===== src/rtl/pimoc_pkg.sv =====
/*
 * Shared constants and carrier types for the per-port interrupt enable and
 * operation control register bank (ports 1 to 7).
 * Assumes: a single core clock, an APB slave with 32-bit data, and that
 * every consumer refers to these names as pimoc_pkg::name.
 */
package pimoc_pkg;

   // ----------------------------------------------------------------
   // Port range and geometry
   // ----------------------------------------------------------------
   localparam int NPORT = 7;                       // Ports 1..7
   localparam logic [3:0] SGMII_PORT = 4'h7;        // Only port with serial negotiation
   localparam logic [6:0] PHY_PORTS_DEF = 7'h1F;    // Ports 1..5 carry an integrated PHY
   localparam int ADDR_W = 18;                     // Byte address: index times four

   // ----------------------------------------------------------------
   // Register indexes (low 12 bits; the port number is the nibble above)
   // ----------------------------------------------------------------
   localparam logic [11:0] IDX_INT_STATUS = 12'h01B; // Sticky event flags
   localparam logic [11:0] IDX_INT_ENABLE = 12'h01F; // Active-low enables
   localparam logic [11:0] IDX_OP_CTRL = 12'h020;    // Loopback, tail tag, split

   // ----------------------------------------------------------------
   // Field positions
   // ----------------------------------------------------------------
   localparam int BIT_ACL = 0;          // Access-list event
   localparam int BIT_PHY = 1;          // PHY event
   localparam int BIT_PTP = 2;          // Aggregated precision-time event
   localparam int BIT_SGMII = 3;        // Serial negotiation done
   localparam int OP_LOCAL_LOOP = 7;    // Fabric-side loopback
   localparam int OP_REMOTE_LOOP = 6;   // Line-side loopback
   localparam int OP_TAIL_TAG = 2;      // Host port tagging
   localparam int OP_SPLIT_LSB = 0;     // Queue split field, two bits

   // ----------------------------------------------------------------
   // Reset values and write masks
   // ----------------------------------------------------------------
   localparam logic [3:0] INT_ENABLE_RST = 4'h0;  // Every source enabled
   localparam logic [3:0] INT_STATUS_RST = 4'h0;
   localparam logic [7:0] OP_CTRL_RST = 8'h00;
   localparam logic [7:0] OP_CTRL_WMASK = 8'hC7;  // Bits 5:3 stay zero

   // ----------------------------------------------------------------
   // Enumerations
   // ----------------------------------------------------------------
   typedef enum logic [1:0] {
      PIMOC_SPLIT_ONE = 2'b00,
      PIMOC_SPLIT_TWO = 2'b01,
      PIMOC_SPLIT_FOUR = 2'b10,
      PIMOC_SPLIT_RSVD = 2'b11
   } pimoc_split_type;

   typedef enum logic [0:0] {
      PIMOC_APB_IDLE = 1'b0,
      PIMOC_APB_ANSWER = 1'b1
   } pimoc_apb_state_type;

   typedef enum logic [1:0] {
      PIMOC_SEL_NONE = 2'b00,
      PIMOC_SEL_STATUS = 2'b01,
      PIMOC_SEL_ENABLE = 2'b10,
      PIMOC_SEL_OPCTL = 2'b11
   } pimoc_sel_type;

   // ----------------------------------------------------------------
   // Carriers
   // ----------------------------------------------------------------
   typedef struct packed {
      logic valid;
      logic [7:0] data;
   } pimoc_beat_type;

   typedef struct packed {
      logic psel;
      logic penable;
      logic pwrite;
      logic [ADDR_W-1:0] paddr;
      logic [31:0] pwdata;
      logic [3:0] pstrb;
   } pimoc_apb_req_type;

   typedef struct packed {
      logic pready;
      logic pslverr;
      logic [31:0] prdata;
   } pimoc_apb_rsp_type;

endpackage


===== src/rtl/pimoc_bank.sv =====
/*
 * Per-port interrupt enable, interrupt status and operation control
 * registers for ports 1 to 7, with an APB slave, the interrupt output,
 * MAC loopback steering and egress queue selection.
 * Assumes: one core clock; event pulses, fabric beats and line beats come
 * from logic on core_clk; software keeps tail tagging to one port.
 */
// Decided for this implementation: the APB slave port.
// How it works
// - seven ports, three registers each
// - enable bit zero forwards source; reset enables
// - bit 3 negotiation-done source, port 7 only
// - bit 2 precision-time source, PHY ports only
// - bit 0 access-list everywhere; bit 1 PHY ports
// - bit 7 returns fabric egress to fabric
// - bit 6 returns line receive to line
// - far loop uses line receive, line transmit
// - bit 2 enables tail tagging, resets clear
// - bits 1:0 choose one, two, four queues
// - split modes queue frames by priority
// - status bits share enable bit positions
// - toggling access-list enable clears its status
`timescale 1ns/10ps
`default_nettype none

module pimoc_bank #(
   parameter logic [6:0] PHY_PORTS = pimoc_pkg::PHY_PORTS_DEF
) (
   // Clock and reset
   input wire logic core_clk,
   input wire logic nrst,
   // APB slave
   input wire pimoc_pkg::pimoc_apb_req_type apb_req,
   output pimoc_pkg::pimoc_apb_rsp_type apb_rsp,
   // Interrupt
   output logic irq,
   // Event pulses per port, bit order sgmii, ptp, phy, acl
   input wire logic [7:1][3:0] port_event,
   // Frame beats
   input wire pimoc_pkg::pimoc_beat_type [7:1] fab_tx,
   input wire pimoc_pkg::pimoc_beat_type [7:1] line_rx,
   output pimoc_pkg::pimoc_beat_type [7:1] fab_rx,
   output pimoc_pkg::pimoc_beat_type [7:1] line_tx,
   // Egress queueing and tagging
   input wire logic [7:1][2:0] egr_prio,
   output logic [7:1][1:0] egr_queue,
   output logic [7:1] tail_tag_en
);

   // ----------------------------------------------------------------
   // State
   // ----------------------------------------------------------------
   typedef struct packed {
      pimoc_pkg::pimoc_apb_state_type apb_st; // Slave phase
      pimoc_pkg::pimoc_apb_rsp_type rsp;      // Registered answer
      logic [7:1][3:0] inten;                 // Active-low enables
      logic [7:1][3:0] status;                // Sticky event flags
      logic [7:1][7:0] opctl;                 // Operation control
      logic irq;                              // Interrupt level
   } pimoc_bank_state_type;

   pimoc_bank_state_type st;      // Registered copy
   pimoc_bank_state_type next_st; // Computed copy

   // Decoded register access
   typedef struct packed {
      pimoc_pkg::pimoc_sel_type sel;
      logic [2:0] port;
   } pimoc_dec_type;

   // ----------------------------------------------------------------
   // Address decode: index in paddr[13:2], port in the top nibble
   // ----------------------------------------------------------------
   function automatic pimoc_dec_type decode(input logic [pimoc_pkg::ADDR_W-1:0] a);
      logic [3:0] pn;
      logic [11:0] off;
      pn = a[17:14];
      off = a[13:2];
      decode.port = pn[2:0];
      decode.sel = pimoc_pkg::PIMOC_SEL_NONE;
      // Ports 1..7 only; misaligned bytes are unmapped
      if (pn >= 4'h1 && pn <= 4'h7 && a[1:0] == 2'b00) begin
         if (off == pimoc_pkg::IDX_INT_STATUS) begin
            decode.sel = pimoc_pkg::PIMOC_SEL_STATUS;
         end else if (off == pimoc_pkg::IDX_INT_ENABLE) begin
            decode.sel = pimoc_pkg::PIMOC_SEL_ENABLE;
         end else if (off == pimoc_pkg::IDX_OP_CTRL) begin
            decode.sel = pimoc_pkg::PIMOC_SEL_OPCTL;
         end
      end
   endfunction

   // Which status bits a port can ever raise
   function automatic logic [3:0] applicable(input int p);
      applicable = '0;
      applicable[pimoc_pkg::BIT_ACL] = 1'b1;
      applicable[pimoc_pkg::BIT_PHY] = PHY_PORTS[p-1];
      applicable[pimoc_pkg::BIT_PTP] = PHY_PORTS[p-1];
      applicable[pimoc_pkg::BIT_SGMII] = (4'(p) == pimoc_pkg::SGMII_PORT);
   endfunction

   pimoc_dec_type dec;  // Decode of the current address
   logic wr_fire;       // Write completes at this edge
   logic [3:0] wdat4;   // Low nibble of write data
   logic [7:0] wdat8;   // Low byte of write data

   assign dec = decode(apb_req.paddr);
   assign wr_fire = apb_req.psel && apb_req.penable && apb_req.pwrite && apb_req.pstrb[0]
      && st.apb_st == pimoc_pkg::PIMOC_APB_ANSWER;
   assign wdat4 = apb_req.pwdata[3:0];
   assign wdat8 = apb_req.pwdata[7:0];

   // ----------------------------------------------------------------
   // Next state
   // ----------------------------------------------------------------
   always_comb begin
      logic [3:0] clr;
      logic [3:0] newen;
      next_st = st;
      clr = '0;
      newen = '0;
      next_st.rsp.pready = 1'b0;
      // Bus phases: answer one cycle after the setup cycle
      case (st.apb_st)
         pimoc_pkg::PIMOC_APB_IDLE: begin
            if (apb_req.psel && !apb_req.penable) begin
               next_st.apb_st = pimoc_pkg::PIMOC_APB_ANSWER;
               next_st.rsp.pready = 1'b1;
               next_st.rsp.pslverr = (dec.sel == pimoc_pkg::PIMOC_SEL_NONE);
               next_st.rsp.prdata = '0;
               // Read data captured at setup; upper bits stay zero
               case (dec.sel)
                  pimoc_pkg::PIMOC_SEL_STATUS: next_st.rsp.prdata[3:0] = st.status[dec.port];
                  pimoc_pkg::PIMOC_SEL_ENABLE: next_st.rsp.prdata[3:0] = st.inten[dec.port];
                  pimoc_pkg::PIMOC_SEL_OPCTL: next_st.rsp.prdata[7:0] = st.opctl[dec.port];
                  default: next_st.rsp.prdata = '0;
               endcase
            end
         end
         pimoc_pkg::PIMOC_APB_ANSWER: begin
            next_st.apb_st = pimoc_pkg::PIMOC_APB_IDLE;
            next_st.rsp.pslverr = 1'b0;
         end
         default: next_st.apb_st = pimoc_pkg::PIMOC_APB_IDLE;
      endcase
      // Register writes take effect on the completing edge
      for (int p = 1; p <= 7; p++) begin
         clr = '0;
         if (wr_fire && 3'(p) == dec.port) begin
            case (dec.sel)
               pimoc_pkg::PIMOC_SEL_STATUS: begin
                  clr = wdat4; // Write one to clear
               end
               pimoc_pkg::PIMOC_SEL_ENABLE: begin
                  newen = wdat4;
                  // A change of the access-list enable clears its flag
                  if (newen[pimoc_pkg::BIT_ACL] != st.inten[p][pimoc_pkg::BIT_ACL]) begin
                     clr[pimoc_pkg::BIT_ACL] = 1'b1;
                  end
                  next_st.inten[p] = newen;
               end
               pimoc_pkg::PIMOC_SEL_OPCTL: begin
                  next_st.opctl[p] = wdat8 & pimoc_pkg::OP_CTRL_WMASK;
               end
               default: clr = '0;
            endcase
         end
         // Events win over a clear in the same cycle
         next_st.status[p] = (st.status[p] & ~clr) | (port_event[p] & applicable(p));
      end
      // Level interrupt from flags whose enable bit is zero
      next_st.irq = 1'b0;
      for (int p = 1; p <= 7; p++) begin
         next_st.irq = next_st.irq | (|(next_st.status[p] & ~next_st.inten[p]));
      end
   end

   // ----------------------------------------------------------------
   // Register the state
   // ----------------------------------------------------------------
   always_ff @(posedge core_clk) begin
      if (!nrst) begin
         st.apb_st <= pimoc_pkg::PIMOC_APB_IDLE;
         st.rsp <= '0;
         st.inten <= {7{pimoc_pkg::INT_ENABLE_RST}};
         st.status <= {7{pimoc_pkg::INT_STATUS_RST}};
         st.opctl <= {7{pimoc_pkg::OP_CTRL_RST}};
         st.irq <= 1'b0;
      end else begin
         st <= next_st;
      end
   end

   // ----------------------------------------------------------------
   // Control fan-out to the datapath helpers
   // ----------------------------------------------------------------
   logic [7:1] local_loop;      // Fabric-side loop per port
   logic [7:1] remote_loop;     // Line-side loop per port
   logic [7:1][1:0] split_mode; // Queue split per port

   always_comb begin
      for (int p = 1; p <= 7; p++) begin
         local_loop[p] = st.opctl[p][pimoc_pkg::OP_LOCAL_LOOP];
         remote_loop[p] = st.opctl[p][pimoc_pkg::OP_REMOTE_LOOP];
         split_mode[p] = st.opctl[p][pimoc_pkg::OP_SPLIT_LSB +: 2];
         tail_tag_en[p] = st.opctl[p][pimoc_pkg::OP_TAIL_TAG];
      end
   end

   // Loopback steering; the far loop has no elastic buffer, short frames only
   pimoc_loop #(
      .NPORT(7)
   ) u_loop (
      .core_clk(core_clk),
      .nrst(nrst),
      .local_loop(local_loop),
      .remote_loop(remote_loop),
      .fab_tx(fab_tx),
      .line_rx(line_rx),
      .fab_rx(fab_rx),
      .line_tx(line_tx)
   );

   // Queue choice from priority
   pimoc_qmap #(
      .NPORT(7)
   ) u_qmap (
      .core_clk(core_clk),
      .nrst(nrst),
      .split(split_mode),
      .prio(egr_prio),
      .queue(egr_queue)
   );

   assign apb_rsp = st.rsp;
   assign irq = st.irq;

   // Helpers: flags that a port must never hold
   logic [7:1] bad_sgmii; // Negotiation flag off port 7
   logic [7:1] bad_phy;   // PHY or time flag on a MAC port
   always_comb begin
      for (int p = 1; p <= 7; p++) begin
         bad_sgmii[p] = (p != 7) && st.status[p][pimoc_pkg::BIT_SGMII];
         bad_phy[p] = !PHY_PORTS[p-1] && (|st.status[p][2:1]);
      end
   end
endmodule // pimoc_bank

`default_nettype wire


===== src/rtl/pimoc_loop.sv =====
/*
 * Per-port MAC loopback steering for all ports, registered.
 * Assumes: fabric and line beats are on core_clk; the line side stands
 * for the PHY pair or the media-independent data pins alike.
 */
`timescale 1ns/10ps
`default_nettype none

module pimoc_loop #(
   parameter int NPORT = 7
) (
   // Clock and reset
   input wire logic core_clk,
   input wire logic nrst,
   // Loopback controls
   input wire logic [NPORT:1] local_loop,
   input wire logic [NPORT:1] remote_loop,
   // Inbound beats
   input wire pimoc_pkg::pimoc_beat_type [NPORT:1] fab_tx,
   input wire pimoc_pkg::pimoc_beat_type [NPORT:1] line_rx,
   // Outbound beats
   output pimoc_pkg::pimoc_beat_type [NPORT:1] fab_rx,
   output pimoc_pkg::pimoc_beat_type [NPORT:1] line_tx
);

   typedef struct packed {
      pimoc_pkg::pimoc_beat_type [NPORT:1] fab_rx;
      pimoc_pkg::pimoc_beat_type [NPORT:1] line_tx;
   } pimoc_loop_state_type;

   pimoc_loop_state_type st;      // Registered copy
   pimoc_loop_state_type next_st; // Computed copy

   // ----------------------------------------------------------------
   // Steering; both loops may run at once since they use separate paths
   // ----------------------------------------------------------------
   always_comb begin
      next_st = '0;
      for (int p = 1; p <= NPORT; p++) begin
         // Fabric egress turned round, never reaching the line
         if (local_loop[p]) begin
            next_st.fab_rx[p] = fab_tx[p];
         end else if (!remote_loop[p]) begin
            next_st.fab_rx[p] = line_rx[p];
         end
         // Line receive turned round onto line transmit; no elastic buffer here
         if (remote_loop[p]) begin
            next_st.line_tx[p] = line_rx[p];
         end else if (!local_loop[p]) begin
            next_st.line_tx[p] = fab_tx[p];
         end
      end
   end

   // Register the copy
   always_ff @(posedge core_clk) begin
      if (!nrst) begin
         st <= '0;
      end else begin
         st <= next_st;
      end
   end

   assign fab_rx = st.fab_rx;
   assign line_tx = st.line_tx;

endmodule // pimoc_loop

`default_nettype wire


===== src/rtl/pimoc_qmap.sv =====
/*
 * Egress queue selection from frame priority and the per-port split mode.
 * Assumes: priority is the 3-bit user priority of the frame, on core_clk.
 */
`timescale 1ns/10ps
`default_nettype none

module pimoc_qmap #(
   parameter int NPORT = 7
) (
   // Clock and reset
   input wire logic core_clk,
   input wire logic nrst,
   // Split setting and frame priority
   input wire logic [NPORT:1][1:0] split,
   input wire logic [NPORT:1][2:0] prio,
   // Chosen queue
   output logic [NPORT:1][1:0] queue
);

   // Map one priority onto a queue; reserved split acts as a single queue
   function automatic logic [1:0] pick_queue(input logic [1:0] mode, input logic [2:0] pr);
      case (pimoc_pkg::pimoc_split_type'(mode))
         pimoc_pkg::PIMOC_SPLIT_TWO: pick_queue = {1'b0, pr[2]};
         pimoc_pkg::PIMOC_SPLIT_FOUR: pick_queue = pr[2:1];
         default: pick_queue = 2'b00;
      endcase
   endfunction

   typedef struct packed {
      logic [NPORT:1][1:0] queue;
   } pimoc_qmap_state_type;

   pimoc_qmap_state_type st;
   pimoc_qmap_state_type next_st;

   // ----------------------------------------------------------------
   // Queue choice per port
   // ----------------------------------------------------------------
   always_comb begin
      next_st = '0;
      for (int p = 1; p <= NPORT; p++) begin
         next_st.queue[p] = pick_queue(split[p], prio[p]);
      end
   end

   // Register the copy
   always_ff @(posedge core_clk) begin
      if (!nrst) begin
         st <= '0;
      end else begin
         st <= next_st;
      end
   end

   assign queue = st.queue;

endmodule // pimoc_qmap

`default_nettype wire


===== config.mk =====
export PLATFORM = sky130hd
export DESIGN_NAME = pimoc_bank
export DESIGN_NICKNAME = d
export VERILOG_FILES = /design/src/rtl/pimoc_pkg.sv /design/src/rtl/pimoc_bank.sv /design/src/rtl/pimoc_loop.sv /design/src/rtl/pimoc_qmap.sv
export SDC_FILE = /design/constraint.sdc
export NUM_CORES = 1
export LEC_CHECK = 0
export BUFFER_PORTS_ARGS = -buffer_cell sky130_fd_sc_hd__buf_4
export CAP_MARGIN = 20
export CORE_ASPECT_RATIO = 1.1
export CORE_UTILIZATION = 41
export DETAILED_ROUTE_END_ITERATION = 16
export PLACE_DENSITY = 0.74
export SLEW_MARGIN = 10
export SYNTH_ARGS = -nofsm -noshare
export SYNTH_HDL_FRONTEND = slang
export SYNTH_HIERARCHICAL = 1
export SYNTH_SLANG_ARGS = --single-unit
export TNS_END_PERCENT = 20

===== constraint.sdc =====
create_clock -name core_clk -period 3.75 [get_ports core_clk]
set_input_delay 0.375 -clock core_clk [delete_from_list [all_inputs] [get_ports core_clk]]
set_output_delay 0.375 -clock core_clk [all_outputs]
set_load 0.01 [all_outputs]

==> impl_metrics.env <==
export IMPL_status="finished clean"
export IMPL_yosysWarnings=6
export IMPL_htreeDepth=1
export IMPL_ctsResizeCount=0
export IMPL_totalWireLength_um=36900
export IMPL_drt_iter0_markers=810
export IMPL_yosysSeqAreaShare=0.429
export IMPL_final_hold_violation_count=0
export IMPL_required_ns=4.15
export IMPL_synth_top_family_by_area="simple AND/OR/NAND/NOR gates"
export IMPL_antenna_found_initial=4
export IMPL_synth_cell_type_count=73
export IMPL_cts_hold_buf=0
export IMPL_p_leak_uw=0.00606
export IMPL_critical_path_arrival_ns=3.07
export IMPL_ios=416
export IMPL_crit_type="reg2reg"
export IMPL_ir_drop_mv=0.269
export IMPL_gp_congestion=0.955
export IMPL_post_cts_setup_buffers=0
export IMPL_cpMaxStageDelayCell="or4_1"
export IMPL_regArea_mm2=0.00480
export IMPL_swShare=0.239
export IMPL_core_area_mm2=0.0269
export IMPL_clk_latency_ns=0.53
export IMPL_gr_total_overflow=0
export IMPL_cts_root_buffer="clkbuf_16"
export IMPL_initial_core_util=0.417
export IMPL_worstPathMaxFanout=7
export IMPL_clock_skew_ns=0.0138
export IMPL_cellPowerDensity_mw_per_mm2=406
export IMPL_ys_ff_latch=240
export IMPL_yosys_mux_area_fraction=0.0881
export IMPL_grt_max_degree=165
export IMPL_seq_power_share=0.453
export IMPL_area_growth_pct=29.4
export IMPL_firstDrtPassIters=5
export IMPL_multiInputGateArea_mm2=0.00555
export IMPL_cp_end_kind="flop"
export IMPL_slew_headroom=0.475
export IMPL_numCtsBuffers=26
export IMPL_die_y_um=175
export IMPL_start_kind="flop"
export IMPL_intPower_uw=4480
export IMPL_p_total_uw=5890
export IMPL_grtUsageTotal=0.253
export IMPL_grt_pass1_wl_um=55200
export IMPL_rsz0062_at_grt="false"
export IMPL_maxCapViolCount=0
export IMPL_final_max_slew_viol_count=0
export IMPL_crit_chain="and4_1 -> nand4_1 -> nor3_1 -> a21oi_1 -> or4_1 -> nor4_1 -> buf_4 -> a41oi_1"
export IMPL_syn_area_mm2=0.0112
export IMPL_rows=63
export IMPL_clockBufferDepth=3
export IMPL_async_flop_share=0
export IMPL_finalSetupTns_ns=0
export IMPL_tightest_slew_ns=0.788
export IMPL_portBuffers=343
export IMPL_wl_per_cell_um=19.4
export IMPL_post_route_min_period_ns=2.68
export IMPL_setup_viol=0
export IMPL_fill_cells=2415
export IMPL_die_area_mm2=0.0280
export IMPL_synth_fa_ha_area_frac=0.0156
export IMPL_path_clk_slew_ns=0.06
export IMPL_synth_simple_area_share=0.225
export IMPL_fmax_mhz=374
export IMPL_drc=0
export IMPL_comb_power_share=0.109
export IMPL_layout_worst_path_cycle_share=0.714
export IMPL_synth_xor_xnor_area_share=0.00547
export IMPL_finish_utilization=0.540
export IMPL_synth_compound_area_frac=0.153
export IMPL_die_x_um=160
export IMPL_grt_pass1_vias=9642
export IMPL_synth_area_per_cell_um2=9.06
export IMPL_cts_sinks=240
export IMPL_nets=1771
export IMPL_drive_gt1_frac=0.349
export IMPL_dominantRegCellSynth="dfxtp_1"
export IMPL_vias=10268
export IMPL_cts_tree="done"
export IMPL_place_hpwl_um=27400
export IMPL_switching_power_uw=1410
export IMPL_final_antenna_net_count=0
export IMPL_vias_per_cell=5.41
export IMPL_holdWs_ns=0.0685
export IMPL_synth_edff_count=0
export IMPL_pwr_share_clk=0.438
export IMPL_hold_class="in2reg"
export IMPL_syn_inst=1237
export IMPL_cp_slowest_stage_delay_ns=0.53
[final timing paths]
kind | start | endpoint | slack, ns | cells after the start
worst min-delay path | port_event[13] | st[70]$_SDFF_PN0_ | 0.07 | 3
worst min register to register | bad_sgmii[3]$_SDFF_PN0_ | bad_sgmii[3]$_SDFF_PN0_ | 0.45 | 2
worst max register to register | st[147]$_SDFF_PP0_ | irq$_SDFF_PN0_ | 1.07 | 8
worst max-delay path | st[147]$_SDFF_PP0_ | irq$_SDFF_PN0_ | 1.07 | 8
[layout make-up]
type	instances	area share
Inverter	20	0.00518
Sequential cell	240	0.331
Timing Repair Buffer	366	0.191
Antenna cell	1	0.000173
Clock buffer	39	0.0524
Multi-Input combinational cell	869	0.383
Tap cell	357	0.0308
Clock inverter	7	0.00656
[cells in the mapped netlist, drive strengths merged (5+ instances only)]
cell type	n	share of area
dfxtp	240	0.43
nand2	162	0.054
o21ai	137	0.081
nand3	136	0.061
buf	103	0.067
nor2	76	0.025
a21oi	45	0.020
mux2i	39	0.035
clkbuf	30	0.010
mux2	21	0.021
inv	20	0.0067
nand2b	19	0.011
a22oi	16	0.011
and2	16	0.0090
mux4	16	0.032
ha	14	0.016
a31o	12	0.0094
and4bb	10	0.011
and3	9	0.0055
nor3	9	0.0054
or2	9	0.0052
nand4	8	0.0050
nor4	8	0.0050
nor3b	7	0.0078
a211oi	5	0.0034
nor2b	5	0.0028
xor2	5	0.0039
[placed cells by master (no fill, tap or decap), types with 21 or more instances in the layout]
cell type | Yosys | layout
buf_4 | 51 | 364
dfxtp_1 | 240 | 240
nor2_1 | 76 | 76
nand2_1 | 162 | 162
mux2_2 | 21 | 21
o21ai_0 | 37 | 37
nand3_1 | 136 | 136
conb_1 | 1 | 26
o21ai_2 | 60 | 60
mux2i_1 | 39 | 39
clkbuf_16 | 0 | 27
o21ai_1 | 40 | 40
a21oi_1 | 45 | 45
[critical path, delay by kind of cell, from the launching register on]
kind / cells / cell delay [ns]
AND/OR/NAND/NOR: 5 / 1.77
flip-flops: 1 / 0.39
buffers and inverters: 1 / 0.19
AO/OA/AOI/OAI: 2 / 0.17
[power groups by stage]
| stage | Sequential (uW) | Combinational, uW | Clock [uW] |
|---|---|---|---|
| finish | 2670 | 642 | 2580 |
| global route | 2680 | 689 | 2740 |
| CTS | 2670 | 640 | 2620 |
| detailed placement | 2730 | 638 | 0 |
| global placement | 2730 | 629 | 0 |
| floorplan | 2760 | 272 | 0 |
[flip-flops by register name (all words and copies together), names as in the netlist]
register,cells
irq,1
st,51
apb_rsp,7
remote_loop,7
u_loop/line_tx,63
u_loop/fab_rx,63
split_mode,14
local_loop,7
bad_sgmii,6
tail_tag_en,7
u_qmap/queue,14
[cell families after synthesis]
kind of cell	after synthesis
simple gates	495
compound gates	251
flops	240
buf+inv	153
mux	76
fa+ha+maj	14
xor+xnor	7
other cells	1
[per-stage QoR]
step	area, um2	setup slack [ns]	instances
final	14500	1.07	1899
after global placement	13600	0.592	1852
after floorplan	11300	0.994	1262
after CTS	14500	1.10	1898
after global routing	14500	0.928	1899
after detailed placement	13600	0.579	1852
[metal layers]
| layer | part of all wire | vias up | global-route usage |
|---|---|---|---|
| met2 | 0.50 | 502 | 0.447 |
| met5 | 0.00098 | - | 0 |
| li1 | - | 4864 | - |
| met3 | 0.089 | 94 | 0.0564 |
| met4 | 0.041 | 6 | 0.112 |
| met1 | 0.37 | 4802 | 0.293 |
(Power assumes the default switching activity.)
